[config.mk]
export PLATFORM = sky130hd
export DESIGN_NAME = ipe_switch
export DESIGN_NICKNAME = d
export VERILOG_FILES = /design/src/inc/ipe_pkg.sv /design/src/logic/ipe_switch.sv
export VERILOG_INCLUDE_DIRS = /design/src /design/src/inc
export SDC_FILE = /design/constraint.sdc
export NUM_CORES = 1
export LEC_CHECK = 0
export BUFFER_PORTS_ARGS = -buffer_cell sky130_fd_sc_hd__buf_2
export CAP_MARGIN = 20
export CORE_MARGIN = 10
export CORE_UTILIZATION = 40
export CTS_CLUSTER_DIAMETER = 60
export CTS_CLUSTER_SIZE = 28
export DETAILED_ROUTE_END_ITERATION = 6
export PLACE_DENSITY = 0.83
export SLEW_MARGIN = 10
export SYNTH_ARGS = -nofsm -noshare
export SYNTH_HDL_FRONTEND = slang
export SYNTH_SLANG_ARGS = --single-unit
[constraint.sdc]
create_clock -name core_clk -period 1.8 [get_ports core_clk]
set_clock_uncertainty 0.1 [all_clocks]
set_input_delay 0.18 -clock core_clk [delete_from_list [all_inputs] [get_ports core_clk]]
set_output_delay 0.18 -clock core_clk [all_outputs]
set_load 0.005 [all_outputs]
[src/inc/ipe_regs.svh]
`ifndef IPE_REGS_SVH
`define IPE_REGS_SVH

// Register byte offsets
`define IPE_CFG_OFS       8'h00
`define IPE_MODE_OFS      8'h04
`define IPE_STAT_OFS      8'h08

// Configuration register field positions
`define IPE_SRC_LO_BIT    4
`define IPE_SRC_HI_BIT    5
`define IPE_FIRST_EN_BIT  6
`define IPE_SECOND_EN_BIT 7

// Reset values
`define IPE_SRC_RST       2'h0
`define IPE_FIRST_EN_RST  1'h0
`define IPE_SECOND_EN_RST 1'h0
`define IPE_MODE_RST      3'h1

// Active transmit mode code
`define IPE_MODE_ACTIVE   3'h0

// Symbol pair codes on the transmit path and the Halt run limit
`define IPE_HALT_PAIR     8'h11
`define IPE_IDLE_PAIR     8'hff
`define IPE_HALT_MAX      3'h4

// AXI responses
`define IPE_RESP_OKAY     2'h0
`define IPE_RESP_SLVERR   2'h2

`endif

[src/inc/ipe_pkg.sv]
package ipe_pkg;

  typedef enum logic [1:0] {
    IPE_SRC_INVALID = 2'b00,
    IPE_SRC_RECEIVE = 2'b01,
    IPE_SRC_REQ_A   = 2'b10,
    IPE_SRC_REQ_B   = 2'b11
  } ipe_src_t;

  typedef struct packed {
    logic       awRdy;
    logic       awHeld;
    logic [7:0] awAddr;
    logic       wRdy;
    logic       wHeld;
    logic [7:0] wLow;
    logic       wLane0;
    logic       bValid;
    logic [1:0] bResp;
    logic       arRdy;
    logic       rValid;
    logic [31:0] rData;
    logic [1:0] rResp;
    ipe_src_t   srcSel;
    logic       firstEn;
    logic       secondEn;
    logic [2:0] txMode;
    logic [2:0] haltCnt;
    logic       txParity;
    logic       txControl;
    logic [7:0] txData;
    logic       firstOe;
    logic       firstParity;
    logic       firstControl;
    logic [7:0] firstData;
    logic       secondOe;
    logic       secondParity;
    logic       secondControl;
    logic [7:0] secondData;
  } ipe_state_t;

endpackage : ipe_pkg

[src/logic/ipe_switch.sv]
`timescale 1ns/1ps
`include "ipe_regs.svh"

// What this block does
// RULE1 - Active mode, invalid source: four Halts, then Idle
// RULE2 - First enable low floats first port
// RULE3 - First enable high drives first port
// RULE4 - Second enable low floats second port
// RULE5 - Second enable high drives second port
// RULE6 - Single path: second bit kept, no pin effect
// RULE7 - Two-bit select routes one of four buses
module ipe_switch
  import ipe_pkg::*;
#(
  parameter bit DUAL_PATH = 1'b1
)
(
  input  wire logic        core_clk,
  input  wire logic        rst,
  input  wire logic        s_axi_awvalid,
  output      logic        s_axi_awready,
  input  wire logic [7:0]  s_axi_awaddr,
  input  wire logic        s_axi_wvalid,
  output      logic        s_axi_wready,
  input  wire logic [31:0] s_axi_wdata,
  input  wire logic [3:0]  s_axi_wstrb,
  output      logic        s_axi_bvalid,
  input  wire logic        s_axi_bready,
  output      logic [1:0]  s_axi_bresp,
  input  wire logic        s_axi_arvalid,
  output      logic        s_axi_arready,
  input  wire logic [7:0]  s_axi_araddr,
  output      logic        s_axi_rvalid,
  input  wire logic        s_axi_rready,
  output      logic [31:0] s_axi_rdata,
  output      logic [1:0]  s_axi_rresp,
  input  wire logic        rxParity,
  input  wire logic        rxControl,
  input  wire logic [7:0]  rxData,
  input  wire logic        reqAParity,
  input  wire logic        reqAControl,
  input  wire logic [7:0]  reqAData,
  input  wire logic        reqBParity,
  input  wire logic        reqBControl,
  input  wire logic [7:0]  reqBData,
  output      logic        txParity,
  output      logic        txControl,
  output      logic [7:0]  txData,
  output      logic        firstPortOe,
  output      logic        firstPortParity,
  output      logic        firstPortControl,
  output      logic [7:0]  firstPortData,
  output      logic        secondPortOe,
  output      logic        secondPortParity,
  output      logic        secondPortControl,
  output      logic [7:0]  secondPortData
);

  ipe_state_t st_reg;
  ipe_state_t st_next;
  logic       wrFire;
  logic       haltPath;

  assign wrFire   = st_reg.awHeld && st_reg.wHeld && !st_reg.bValid;
  assign haltPath = (st_reg.txMode == `IPE_MODE_ACTIVE) && (st_reg.srcSel == IPE_SRC_INVALID);

  always_comb
  begin
    st_next = st_reg;

    // Address and data are taken in either order and held until the write commits
    if (s_axi_awvalid && st_reg.awRdy)
    begin
      st_next.awHeld = 1'b1;
      st_next.awAddr = s_axi_awaddr;
    end
    if (s_axi_wvalid && st_reg.wRdy)
    begin
      st_next.wHeld  = 1'b1;
      st_next.wLow   = s_axi_wdata[7:0];
      st_next.wLane0 = s_axi_wstrb[0];
    end
    if (wrFire)
    begin
      st_next.awHeld = 1'b0;
      st_next.wHeld  = 1'b0;
      st_next.bValid = 1'b1;
      st_next.bResp  = `IPE_RESP_OKAY;
      case (st_reg.awAddr)
        `IPE_CFG_OFS:
        begin
          if (st_reg.wLane0)
          begin
            st_next.srcSel   = ipe_src_t'({st_reg.wLow[`IPE_SRC_HI_BIT],
                                           st_reg.wLow[`IPE_SRC_LO_BIT]});
            st_next.firstEn  = st_reg.wLow[`IPE_FIRST_EN_BIT];
            // RULE6 second bit stays writable
            st_next.secondEn = st_reg.wLow[`IPE_SECOND_EN_BIT];
          end
        end
        `IPE_MODE_OFS:
        begin
          if (st_reg.wLane0)
          begin
            st_next.txMode = st_reg.wLow[2:0];
          end
        end
        `IPE_STAT_OFS: st_next.bResp = `IPE_RESP_OKAY;
        default:
        begin
          st_next.bResp = `IPE_RESP_SLVERR;
        end
      endcase
    end
    if (st_reg.bValid && s_axi_bready)
    begin
      st_next.bValid = 1'b0;
    end
    // New address or data only once the previous response has gone
    st_next.awRdy = !st_next.awHeld && !st_next.bValid;
    st_next.wRdy  = !st_next.wHeld && !st_next.bValid;

    if (s_axi_arvalid && st_reg.arRdy)
    begin
      st_next.arRdy  = 1'b0;
      st_next.rValid = 1'b1;
      st_next.rResp  = `IPE_RESP_OKAY;
      st_next.rData  = 32'h0;
      case (s_axi_araddr)
        `IPE_CFG_OFS:
        begin
          st_next.rData[`IPE_SRC_HI_BIT:`IPE_SRC_LO_BIT] = st_reg.srcSel;
          st_next.rData[`IPE_FIRST_EN_BIT]  = st_reg.firstEn;
          st_next.rData[`IPE_SECOND_EN_BIT] = st_reg.secondEn;
        end
        `IPE_MODE_OFS:
        begin
          st_next.rData[2:0] = st_reg.txMode;
        end
        `IPE_STAT_OFS:
        begin
          st_next.rData[2:0] = st_reg.haltCnt;
          st_next.rData[3]   = st_reg.firstOe;
          st_next.rData[4]   = st_reg.secondOe;
        end
        default:
        begin
          st_next.rResp = `IPE_RESP_SLVERR;
        end
      endcase
    end
    if (st_reg.rValid && s_axi_rready)
    begin
      st_next.rValid = 1'b0;
      st_next.arRdy  = 1'b1;
    end

    // RULE7 source select
    case (st_reg.srcSel)
      IPE_SRC_RECEIVE:
      begin
        st_next.txParity  = rxParity;
        st_next.txControl = rxControl;
        st_next.txData    = rxData;
      end
      IPE_SRC_REQ_A:
      begin
        st_next.txParity  = reqAParity;
        st_next.txControl = reqAControl;
        st_next.txData    = reqAData;
      end
      IPE_SRC_REQ_B:
      begin
        st_next.txParity  = reqBParity;
        st_next.txControl = reqBControl;
        st_next.txData    = reqBData;
      end
      default:
      begin
        // Invalid bus carries Halt pairs; parity is even over the pair
        st_next.txParity  = ^`IPE_HALT_PAIR;
        st_next.txControl = 1'b1;
        st_next.txData    = `IPE_HALT_PAIR;
      end
    endcase

    // RULE1 repeat filter caps the Halt run, then Idle until the mode or source changes
    if (haltPath)
    begin
      if (st_reg.haltCnt < `IPE_HALT_MAX)
      begin
        st_next.haltCnt = st_reg.haltCnt + 3'h1;
      end
      else
      begin
        st_next.txParity  = ^`IPE_IDLE_PAIR;
        st_next.txControl = 1'b1;
        st_next.txData    = `IPE_IDLE_PAIR;
      end
    end
    else
    begin
      st_next.haltCnt = 3'h0;
    end

    // RULE2 RULE3 first port follows its enable
    st_next.firstOe      = st_reg.firstEn;
    st_next.firstParity  = st_reg.firstEn ? rxParity : 1'b0;
    st_next.firstControl = st_reg.firstEn ? rxControl : 1'b0;
    st_next.firstData    = st_reg.firstEn ? rxData : 8'h00;

    // RULE4 RULE5 RULE6 second port exists only on the dual path part
    st_next.secondOe      = DUAL_PATH && st_reg.secondEn;
    st_next.secondParity  = st_next.secondOe ? rxParity : 1'b0;
    st_next.secondControl = st_next.secondOe ? rxControl : 1'b0;
    st_next.secondData    = st_next.secondOe ? rxData : 8'h00;
  end

  always_ff @(posedge core_clk)
  begin
    if (rst)
    begin
      st_reg          <= '0;
      st_reg.awRdy    <= 1'b1;
      st_reg.wRdy     <= 1'b1;
      st_reg.arRdy    <= 1'b1;
      st_reg.srcSel   <= ipe_src_t'(`IPE_SRC_RST);
      st_reg.firstEn  <= `IPE_FIRST_EN_RST;
      st_reg.secondEn <= `IPE_SECOND_EN_RST;
      st_reg.txMode   <= `IPE_MODE_RST;
    end
    else
    begin
      st_reg <= st_next;
    end
  end

  assign s_axi_awready     = st_reg.awRdy;
  assign s_axi_wready      = st_reg.wRdy;
  assign s_axi_bvalid      = st_reg.bValid;
  assign s_axi_bresp       = st_reg.bResp;
  assign s_axi_arready     = st_reg.arRdy;
  assign s_axi_rvalid      = st_reg.rValid;
  assign s_axi_rdata       = st_reg.rData;
  assign s_axi_rresp       = st_reg.rResp;
  assign txParity          = st_reg.txParity;
  assign txControl         = st_reg.txControl;
  assign txData            = st_reg.txData;
  assign firstPortOe       = st_reg.firstOe;
  assign firstPortParity   = st_reg.firstParity;
  assign firstPortControl  = st_reg.firstControl;
  assign firstPortData     = st_reg.firstData;
  assign secondPortOe      = st_reg.secondOe;
  assign secondPortParity  = st_reg.secondParity;
  assign secondPortControl = st_reg.secondControl;
  assign secondPortData    = st_reg.secondData;
endmodule : ipe_switch

==> summary.txt, run 1 <==
CTS
  – Clock Path Buffers: 2
  – Root buffer cell: clkbuf_8
  – Setup bufs post-CTS: 0
  – TritonCTS clock tree: done
  – Clock Latency Late Sink: around 0.34 ns
  – TritonCTS Buffers: 9
  – Clk sinks: between 70 and 80
  – CTS H-tree depth: 3
  – Worst-path clk slew: around 0.080 ns

Routing
  – Routed Antenna Nets: 0
  – DRT Wirelength: approximately 8500 um
  – DRC: 0
  – Drt first pass iters: 5
  – Initial drt markers: 98
  – Via/cell ratio: 4.74
  – DR vias: ~2,700
  – DR WL/cell: 15.1 um

Critical path
  – Flop2flop setup slack: ~0.084 ns
  – WS Path Type: reg -> reg
  – Crit start category: register
  – FF-to-FF path depth: 3
  – Worst endpoint data arrival time: 1.83 ns
  – Crit. End Element: register
  – CP max FO: 4
  – R2R Path Start: st_reg[94]
  – CP required: about 1.9 ns
  – Worst r2r dst: st_next[21]

Yosys
  – Synth cell types: 37
  – Sequential share of the synthesized area: about 45%
  – Post-synth ARST share: 0%
  – Syn_area_per_cell: 9.33 um^2
  – Most used DFF post-synth: dfxtp_1
  – Cell taking the most area after synthesis: dfxtp_1
  – Top-count cell post-synth: dfxtp_1
  – Commonest cells in the netlist: dfxtp_1 (75), buf_4 (60), nand2_1 (30), a21oi_1 (28), and2_1 (21)
  – Gate Count Post-Synth: 356
  – Post-synth EDFFs: 0
  – YS warnings: 0
  – Largest cells by area after synthesis: dfxtp_1 (45%), buf_4 (14%), a21oi_1 (4.2%), and2_1 (4.0%), mux2_2 (3.7%)
  – Mapped cell area: around 0.0033 mm^2
  – Synth top area share: a little under half
  – Yosys reg bits: 75

Hold path
  – HP Start: reqAControl
  – Worst Hold Path EP: txControl
  – Hold Path Cell Cnt: 3
  – HP Class: in -> reg

GRT
  – Global-route wire length before repair: 13,400 um
  – Overflow after GRT: 0
  – Total track usage: 13.0%
  – Initial antenna violation count: 0
  – Largest net degree at the start of global routing: 45
  – Vias in the first global route: 2,709

Pwr
  – Max VDD drop: between 0.0004 and 0.0005 V
  – Pwr per Cell Area: approximately 790 mW/mm^2
  – LEAKAGE: roughly 1.9 nW

Layout
  – Layout cell share with drive strength beyond 1: about 32%
  – P&R area growth vs syn: 23.2%
  – Diode count: 0
  – Fill cells: between 700 and 800
  – Final std cells w/o fill: 565
  – Max reg flops: 26
  – Fin nets: roughly 550

Timing
  – RSZ-0062 raised after global routing: no
  – Final Hold Viols: 0
  – Slew HR: between 40% and 50%
  – Worst-margin pin slew: roughly 0.85 ns
  – # setup viols final: 0
  – Min cycle time layout: roughly 1.7 ns
  – Total Neg Setup Slack: 0 ns
  – Fmax: a little under 600 MHz
  – Max-slew violations: 0
  – Fin crit share: between 90% and 100%

Floorplanning
  – Die area: about 0.012 mm^2
  – Die W: 111 um
  – Boundary pin count: between 150 and 200
  – Core Box Area: 0.00813 mm^2
  – Die span in y: between 100 and 150 um
  – Row cnt: 33
  – Starting density of the core: about two fifths

Placement
  – DP Cell Count: between 500 and 600
  – I/O Buffers: approximately 110
  – DP HPWL: 6390 um
  – GPL Wtd Cong: roughly 0.79

Outcome
  – Status: complete, no violations

Flow run
  – Max_cap viols: 0
-- layout make-up --
| cell class | instances | area (um^2) | share of cell area (%) |
|---|---|---|---|
| Clock inverter | 6 | 47.5 | 1.16 |
| Tap cell | 105 | 131 | 3.21 |
| Timing Repair Buffer | 142 | 881 | 21.5 |
| Inverter | 1 | 3.75 | 0.0917 |
| Multi-Input combinational cell | 226 | 1390 | 33.9 |
| Clock buffer | 10 | 138 | 3.36 |
| Sequential cell | 75 | 1500 | 36.7 |
-- cells by family (layout without fill, tap and decap cells) --
logic type               count (synthesis)  in the layout  share of synthesized area (%)
AO/OA/AOI/OAI                           52             52                           9.45
XOR/XNOR                                 1              1                          0.264
adder cells (fa/ha/maj)                  1              1                          0.377
buffers and inverters                   80            159                           15.9
flip-flops                              75             75                           45.2
multiplexers                            20             20                           6.44
other                                    1             26                          0.113
AND/OR/NAND/NOR                        126            126                           22.3
-- power breakdown --
part / leakage [nW] / internal (W) / total [W] / switching (W)
sequential: 0.610 / 0.00170 / 0.00174 / 0.0000353
combinational: 1.16 / 0.000164 / 0.000319 / 0.000155
clock: 0.0933 / 0.000550 / 0.00119 / 0.000643
total: 1.86 / 0.00241 / 0.00325 / 0.000834
-- what timing repair did --
item,in CTS,in global routing
endpoints found under the setup margin,0,4
resized for setup,0,1
hold buffers,28,0
endpoints found under the hold margin,38,0
-- cell usage in the layout (no fill, tap or decap), types with 2 or more instances in the layout --
cell           netlist  routed
nand4_1              2       2
and2_1              21      21
and3b_1              9       9
mux2_2              11      11
buf_4               60       6
nand2_1             30      30
nand4b_1             3       3
nor4_4               2       2
a21o_1               2       2
buf_2                1     107
mux2i_1              9       9
clkinv_4             0       2
o21ai_0              6       6
nand3b_1             2       2
nand3_1             17      17
and4b_1              3       3
inv_6                0       2
nor2b_1              5       5
dfxtp_1             75      74
nor2_1              14      14
nand2b_1            10      10
conb_1               1      26
dlygate4sd3_1        0      28
clkbuf_8             0      10
a211oi_1             3       3
a22oi_1              7       7
nor3_1               3       3
a21oi_1             28      28
o2111ai_1            3       3
-- layer usage --
layer  GRT usage (%)  vias up  share of wire (%)
li1                -     1333                  -
met1            14.6     1260                 42
met2            23.2       78                 52
met3            2.98        7                4.5
met4            5.31        0                1.2
met5               0        -                  0
-- how the worst max path moves through the flow --
| stage | from | to | depth (start not counted) |
|---|---|---|---|
| detailed placement | st_reg[96] | st_next[21] | 3 |
| finish | st_reg[94] | st_next[21] | 3 |
| CTS | st_reg[96] | st_next[21] | 3 |
| global route | st_reg[94] | st_next[21] | 3 |
| floorplan | st_reg[96] | st_next[10] | 3 |
| global placement | st_reg[96] | st_next[21] | 3 |
-- metrics by stage --
step,util [%],area (um^2),hold WS [ns],worst slack (ns),total power (W)
global placement,44.6,3620,0.303,0.0491,0.00203
CTS,50.3,4090,0.0226,0.00736,0.00328
detailed placement,44.6,3620,0.308,0.0272,0.00204
global route,50.3,4090,0.0364,0.00589,0.00341
floorplan,-,3420,0.202,0.0293,0.00197
finish,50.3,4090,0.0398,0.0843,0.00325
-- worst max-delay path, stage by stage (launching register included) --
cell	delay, ns
dfxtp_1	0.34
or3b_2	0.51
nor4_4	0.27
mux2_2	0.38
Power figures use the tool's default switching activity.
==> inputs of run 2 (changes only) <==
CORE_MARGIN = default   (was 10)
CTS_CLUSTER_SIZE = 25   (was 28)
==> run 2 against run 1 <==
  * Final area down 0.40%
  * Cell count down 0.71%
  * Non-clock buffer count unchanged
  * Critical path type unchanged
  * Largest cell class unchanged
  * Combinational power down 3%
==> summary.txt, run 2 (synthesis gave the netlist of run 1 again) <==
Pwr
  – Pwr per Cell Area: around 810 mW/mm^2
  – LEAKAGE: between 1.5 and 2 nW
  – Max VDD drop: 0.000401 V

Floorplanning
  – Die area: a little under 0.009 mm^2
  – Starting density of the core: a little over two fifths
  – Die W: 93.1 um
  – Row cnt: 32
  – Die span in y: roughly 93 um
  – Boundary pin count: roughly 160
  – Core Box Area: around 0.008 mm^2

GRT
  – Vias in the first global route: around 2,600
  – Initial antenna violation count: 0
  – Largest net degree at the start of global routing: 35
  – Overflow after GRT: 0
  – Total track usage: about 17%
  – Global-route wire length before repair: around 12,000 um

Hold path
  – HP Class: in -> reg
  – HP Start: s_axi_wdata[0]
  – Worst Hold Path EP: st_reg[82]
  – Hold Path Cell Cnt: 3

Outcome
  – Status: complete, no violations

Layout
  – Register cell area after layout: between 0.0015 and 0.002 mm^2
  – Layout cell share with drive strength beyond 1: roughly a third
  – P&R area growth vs syn: 22.7%
  – Diode count: 0
  – Most frequent cells in the layout: buf_2 (107), dfxtp_1 (75), nand2_1 (30), a21oi_1 (28), dlygate4sd3_1 (27)
  – Final instance area: around 0.0041 mm^2
  – Max reg flops: 26
  – Commonest non-fill, non-tap cell in the layout: buf_2
  – Fin nets: 545
  – Multi-input gate area: 0.00139 mm^2
  – Fill cells: around 750

Critical path
  – Worst endpoint data arrival time: approximately 1.9 ns
  – WS Path Type: reg -> reg
  – Flop2flop setup slack: just over 0.06 ns
  – Crit path largest cell delay: approximately 0.48 ns
  – CP cell instances: or3b_2, nor4_4, mux2_2
  – CP max FO: 3
  – Slowest cell on the critical path: or3b_2
  – Crit-path leading delay family: simple AND/OR/NAND/NOR gates
  – FF-to-FF path depth: 3
  – R2R Path Start: st_reg[81]
  – Worst r2r dst: st_next[10]
  – Crit. End Element: register
  – CP required: slightly below 2 ns
  – Crit start category: register
  – Buf+Inv Stages, Crit Path: 0

Timing
  – # setup viols final: 0
  – Worst-margin pin slew: 0.894 ns
  – Total Neg Setup Slack: 0 ns
  – Fin crit share: a little over nine tenths
  – RSZ-0062 raised after global routing: no
  – Max-slew violations: 0
  – Fmax: between 500 and 600 MHz
  – Final Hold Viols: 0
  – Min cycle time layout: between 1.5 and 2 ns
  – Slew HR: 40.3%

Placement
  – GPL Wtd Cong: 0.803
  – DP HPWL: around 5200 um
  – Area after DPL: between 0.003 and 0.004 mm^2
  – I/O Buffers: about 110

CTS
  – Clock Latency Late Sink: ~0.35 ns
  – Clk sinks: 75
  – TritonCTS Buffers: 9
  – Worst-path clk slew: approximately 0.080 ns
  – Setup bufs post-CTS: 0
  – TritonCTS clock tree: done
  – Root buffer cell: clkbuf_8
  – CTS H-tree depth: 3
  – Clock Path Buffers: 2

Routing
  – Via/cell ratio: 4.73
  – DRT Wirelength: between 7000 and 8000 um
  – Routed Antenna Nets: 0
  – DR WL/cell: roughly 13 um
  – Wire length on met3: roughly 370 um
  – DR vias: between 2,000 and 3,000
  – Routed length on met1: 3170 um
  – Highest routing layer actually used: met4
  – Drt first pass iters: 4
  – WL met2: between 3000 and 4000 um
  – DRC: 0
  – Initial drt markers: between 80 and 90

Flow run
  – Max_cap viols: 0
==> run 2: stage by stage <==
| stage | total power [W] | std cells | hold slack, ns | utilization, % | worst slack (ns) |
|---|---|---|---|---|---|
| after global routing | 0.00343 | 561 | 0.0215 | 51.7 | 0.000600 |
| after global placement | 0.00203 | 519 | 0.303 | 45.8 | 0.0500 |
| after floorplan | 0.00197 | 381 | 0.202 | - | 0.0293 |
| after detailed placement | 0.00204 | 519 | 0.314 | 45.8 | 0.0152 |
| final | 0.00329 | 561 | 0.0244 | 51.7 | 0.0624 |
| after CTS | 0.00333 | 561 | 0.00593 | 51.7 | 0.0530 |
==> run 2: final cells by class <==
type	count	share of cell area (%)
Clock buffer	9	3.04
Clock inverter	6	1.60
Timing Repair Buffer	142	21.2
Multi-Input combinational cell	226	34.0
Inverter	1	0.0921
Sequential cell	75	36.8
Tap cell	102	3.13
==> run 2: worst reg2reg max path, cell delays in order (launching register included) <==
cell	delay [ns]
dfxtp_1	0.36
or3b_2	0.48
nor4_4	0.31
mux2_2	0.38
==> run 2: power by group <==
part	leakage, nW	internal [W]	switching (W)	total [W]
combinational	1.15	0.000161	0.000150	0.000310
clock	0.0955	0.000634	0.000613	0.00125
sequential	0.610	0.00170	0.0000358	0.00174
==> run 2: worst max path at each step <==
stage	from	end	cells after the start
6_report	st_reg[81]	st_next[10]	3
5_1_grt	st_reg[96]	st_next[10]	3
3_3_place_gp	st_reg[96]	st_next[10]	3
4_1_cts	st_reg[81]	st_next[10]	3
2_1_floorplan	st_reg[96]	st_next[10]	3
3_5_place_dp	st_reg[96]	st_next[10]	3
==> run 2: timing repair <==
action                                 4_1_cts  5_1_grt
hold buffers                                27        0
gates resized for setup                      0        0
endpoints found under the hold margin       37        0
setup endpoints to repair                    2        0
==> run 2: per-layer routing <==
layer / GRT usage (%) / vias up
met5: 0 / -
met4: 6.54 / 0
met3: 4.80 / 7
met2: 30.8 / 84
met1: 19.6 / 1233
li1: - / 1328
==> inputs of run 3 (changes only) <==
SETUP_SLACK_MARGIN = 0.2   (was default)
==> run 3 against run 2 <==
  * Wire length is 1.1% higher
  * Final area is 0.37% higher
  * Sequential share of layout area is 0.10 points lower
  * Cell count is 0.36% higher
  * Utilization is 0.19 points higher
  * Power is 2.2% lower
  * Maximum frequency is 1.1% higher
  * Non-clock buffer count is 1 higher
  * Sequential cell count stayed put
  * Critical path depth is 1 higher
  * Largest power group unchanged
==> summary.txt, run 3 (synthesis gave the netlist of run 1 again) <==
CTS
  – Clock Latency Late Sink: around 0.35 ns
  – Worst-path clk slew: ~0.08 ns
  – TritonCTS Buffers: 9
  – Root buffer cell: clkbuf_8
  – Clock Path Buffers: 2
  – CTS H-tree depth: 3
  – TritonCTS clock tree: done
  – Clk sinks: 75

Placement
  – I/O Buffers: about 110
  – GPL Wtd Cong: 0.793
  – DP HPWL: roughly 5200 um
  – Area after DPL: ~0.0036 mm^2
  – DP Cell Count: 520

Pwr
  – Switching Share: about a quarter
  – Clock share of power: 36.3%
  – Pwr per Cell Area: roughly 800 mW/mm^2
  – Gate power share: 9.8%
  – Net switching power: 0.000813 W
  – LEAKAGE: about 1.9 nW
  – Pint: between 0.002 and 0.0025 W
  – Max VDD drop: ~0.00054 V
  – Register share of total power: a little over half

Routing
  – Routed Antenna Nets: 0
  – DRT Wirelength: 7310 um
  – Initial drt markers: 100
  – DR WL/cell: approximately 13 um
  – Drt first pass iters: 4
  – Via/cell ratio: ~4.8
  – DRC: 0
  – DR vias: around 2,700

Hold path
  – HP Class: in -> reg
  – Hold Path Cell Cnt: 3
  – HP Start: s_axi_wdata[0]

Critical path
  – Flop2flop setup slack: ~0.081 ns
  – Crit start category: register
  – Critical Path Sink: st_reg[40]
  – WS Path Type: reg -> reg
  – CP max FO: 3
  – CP required: 1.96 ns
  – R2R Path Start: st_reg[96]
  – Worst r2r dst: st_reg[40]
  – Worst endpoint data arrival time: approximately 1.9 ns
  – Crit path from: st_reg[96]
  – Crit. End Element: register
  – FF-to-FF path depth: 4

GRT
  – Initial antenna violation count: 0
  – Largest net degree at the start of global routing: 23
  – Total track usage: between 10% and 20%
  – Overflow after GRT: 0
  – Vias in the first global route: about 2,600
  – Global-route wire length before repair: 11,300 um

Floorplanning
  – Die span in y: between 90 and 100 um
  – Die W: 93.1 um
  – Core Box Area: ~0.0079 mm^2
  – Starting density of the core: between 40% and 50%
  – Die area: about 0.0087 mm^2
  – Row cnt: 32
  – Boundary pin count: approximately 160

Layout
  – Final std cells w/o fill: 563
  – Diode count: 0
  – Max reg flops: 26
  – Fill cells: 720
  – Fin nets: 546
  – Most frequent cells in the layout: buf_2 (107), dfxtp_1 (74), nand2_1 (30), a21oi_1 (28)
  – Commonest non-fill, non-tap cell in the layout: buf_2
  – Final instance area: between 0.004 and 0.005 mm^2
  – P&R area growth vs syn: 23.1%
  – Layout cell share with drive strength beyond 1: 33.2%

Timing
  – Final Hold Viols: 0
  – Fmax: approximately 580 MHz
  – RSZ-0062 raised after global routing: yes
  – Total Neg Setup Slack: 0 ns
  – Max-slew violations: 0
  – Min cycle time layout: 1.72 ns
  – Worst-margin pin slew: 0.600 ns
  – # setup viols final: 0
  – Slew HR: approximately three fifths
  – Fin crit share: 95.5%

Flow run
  – Max_cap viols: 0

Outcome
  – Status: complete, no violations
==> run 3: how the worst min path moves through the flow <==
| stage | endpoint | slack (ns) |
|---|---|---|
| 3_5_place_dp | secondPortData[3] | 0.31 |
| 4_1_cts | st_reg[82] | 0.002 |
| 3_3_place_gp | firstPortData[5] | 0.30 |
| 5_1_grt | st_reg[82] | 0.02 |
| 2_1_floorplan | firstPortControl | 0.20 |
| 6_report | st_reg[82] | 0.02 |
==> run 3: power groups by stage <==
stage / Combinational (W) / Sequential [W] / Clock [W]
after floorplan: 0.000208 / 0.00176 / 0
after detailed placement: 0.000267 / 0.00177 / 0
final: 0.000317 / 0.00174 / 0.00117
after global routing: 0.000350 / 0.00174 / 0.00126
after CTS: 0.000310 / 0.00174 / 0.00119
after global placement: 0.000257 / 0.00177 / 0
==> run 3: final cells by class <==
type / count / area (um^2) / share of cell area, %
flip-flops and latches: 75 / 1500 / 36.7
clock buffers: 11 / 141 / 3.46
clock inverters: 5 / 37.5 / 0.918
repair buffers: 143 / 871 / 21.3
inverters: 1 / 3.75 / 0.0918
well taps: 102 / 128 / 3.12
multi-input cells: 226 / 1410 / 34.4
==> run 3: routing by layer <==
metal / track usage, % / vias to the layer above / part of all wire [%]
met1: 18.7 / 1282 / 43
met5: 0 / - / 0
li1: - / 1326 / -
met2: 30.0 / 92 / 51
met4: 6.41 / 0 / 1.5
met3: 4.31 / 10 / 5.1
==> run 3: critical path, stage by stage, from the launching register on <==
cell and delay, ns:
dfxtp_2 0.33, or4_4 0.57, nor4_4 0.27, buf_4 0.19, mux2i_1 0.18
==> run 3: stage by stage <==
step	utilization [%]	setup WS [ns]	power, W	hold slack [ns]
CTS	51.7	0.0511	0.00323	0.00191
global route	51.9	0.00215	0.00335	0.0189
finish	51.9	0.0813	0.00322	0.0217
global placement	46.1	0.134	0.00203	0.301
floorplan	-	0.109	0.00197	0.202
detailed placement	46.1	0.0824	0.00204	0.313
==> run 3: what timing repair did <==
| action | CTS | global route |
|---|---|---|
| pin swaps | 0 | 1 |
| resized for setup | 2 | 1 |
| endpoints found under the setup margin | 8 | 9 |
| buffers inserted | 0 | 1 |
| hold buffers | 26 | 0 |
| endpoints found under the hold margin | 36 | 0 |
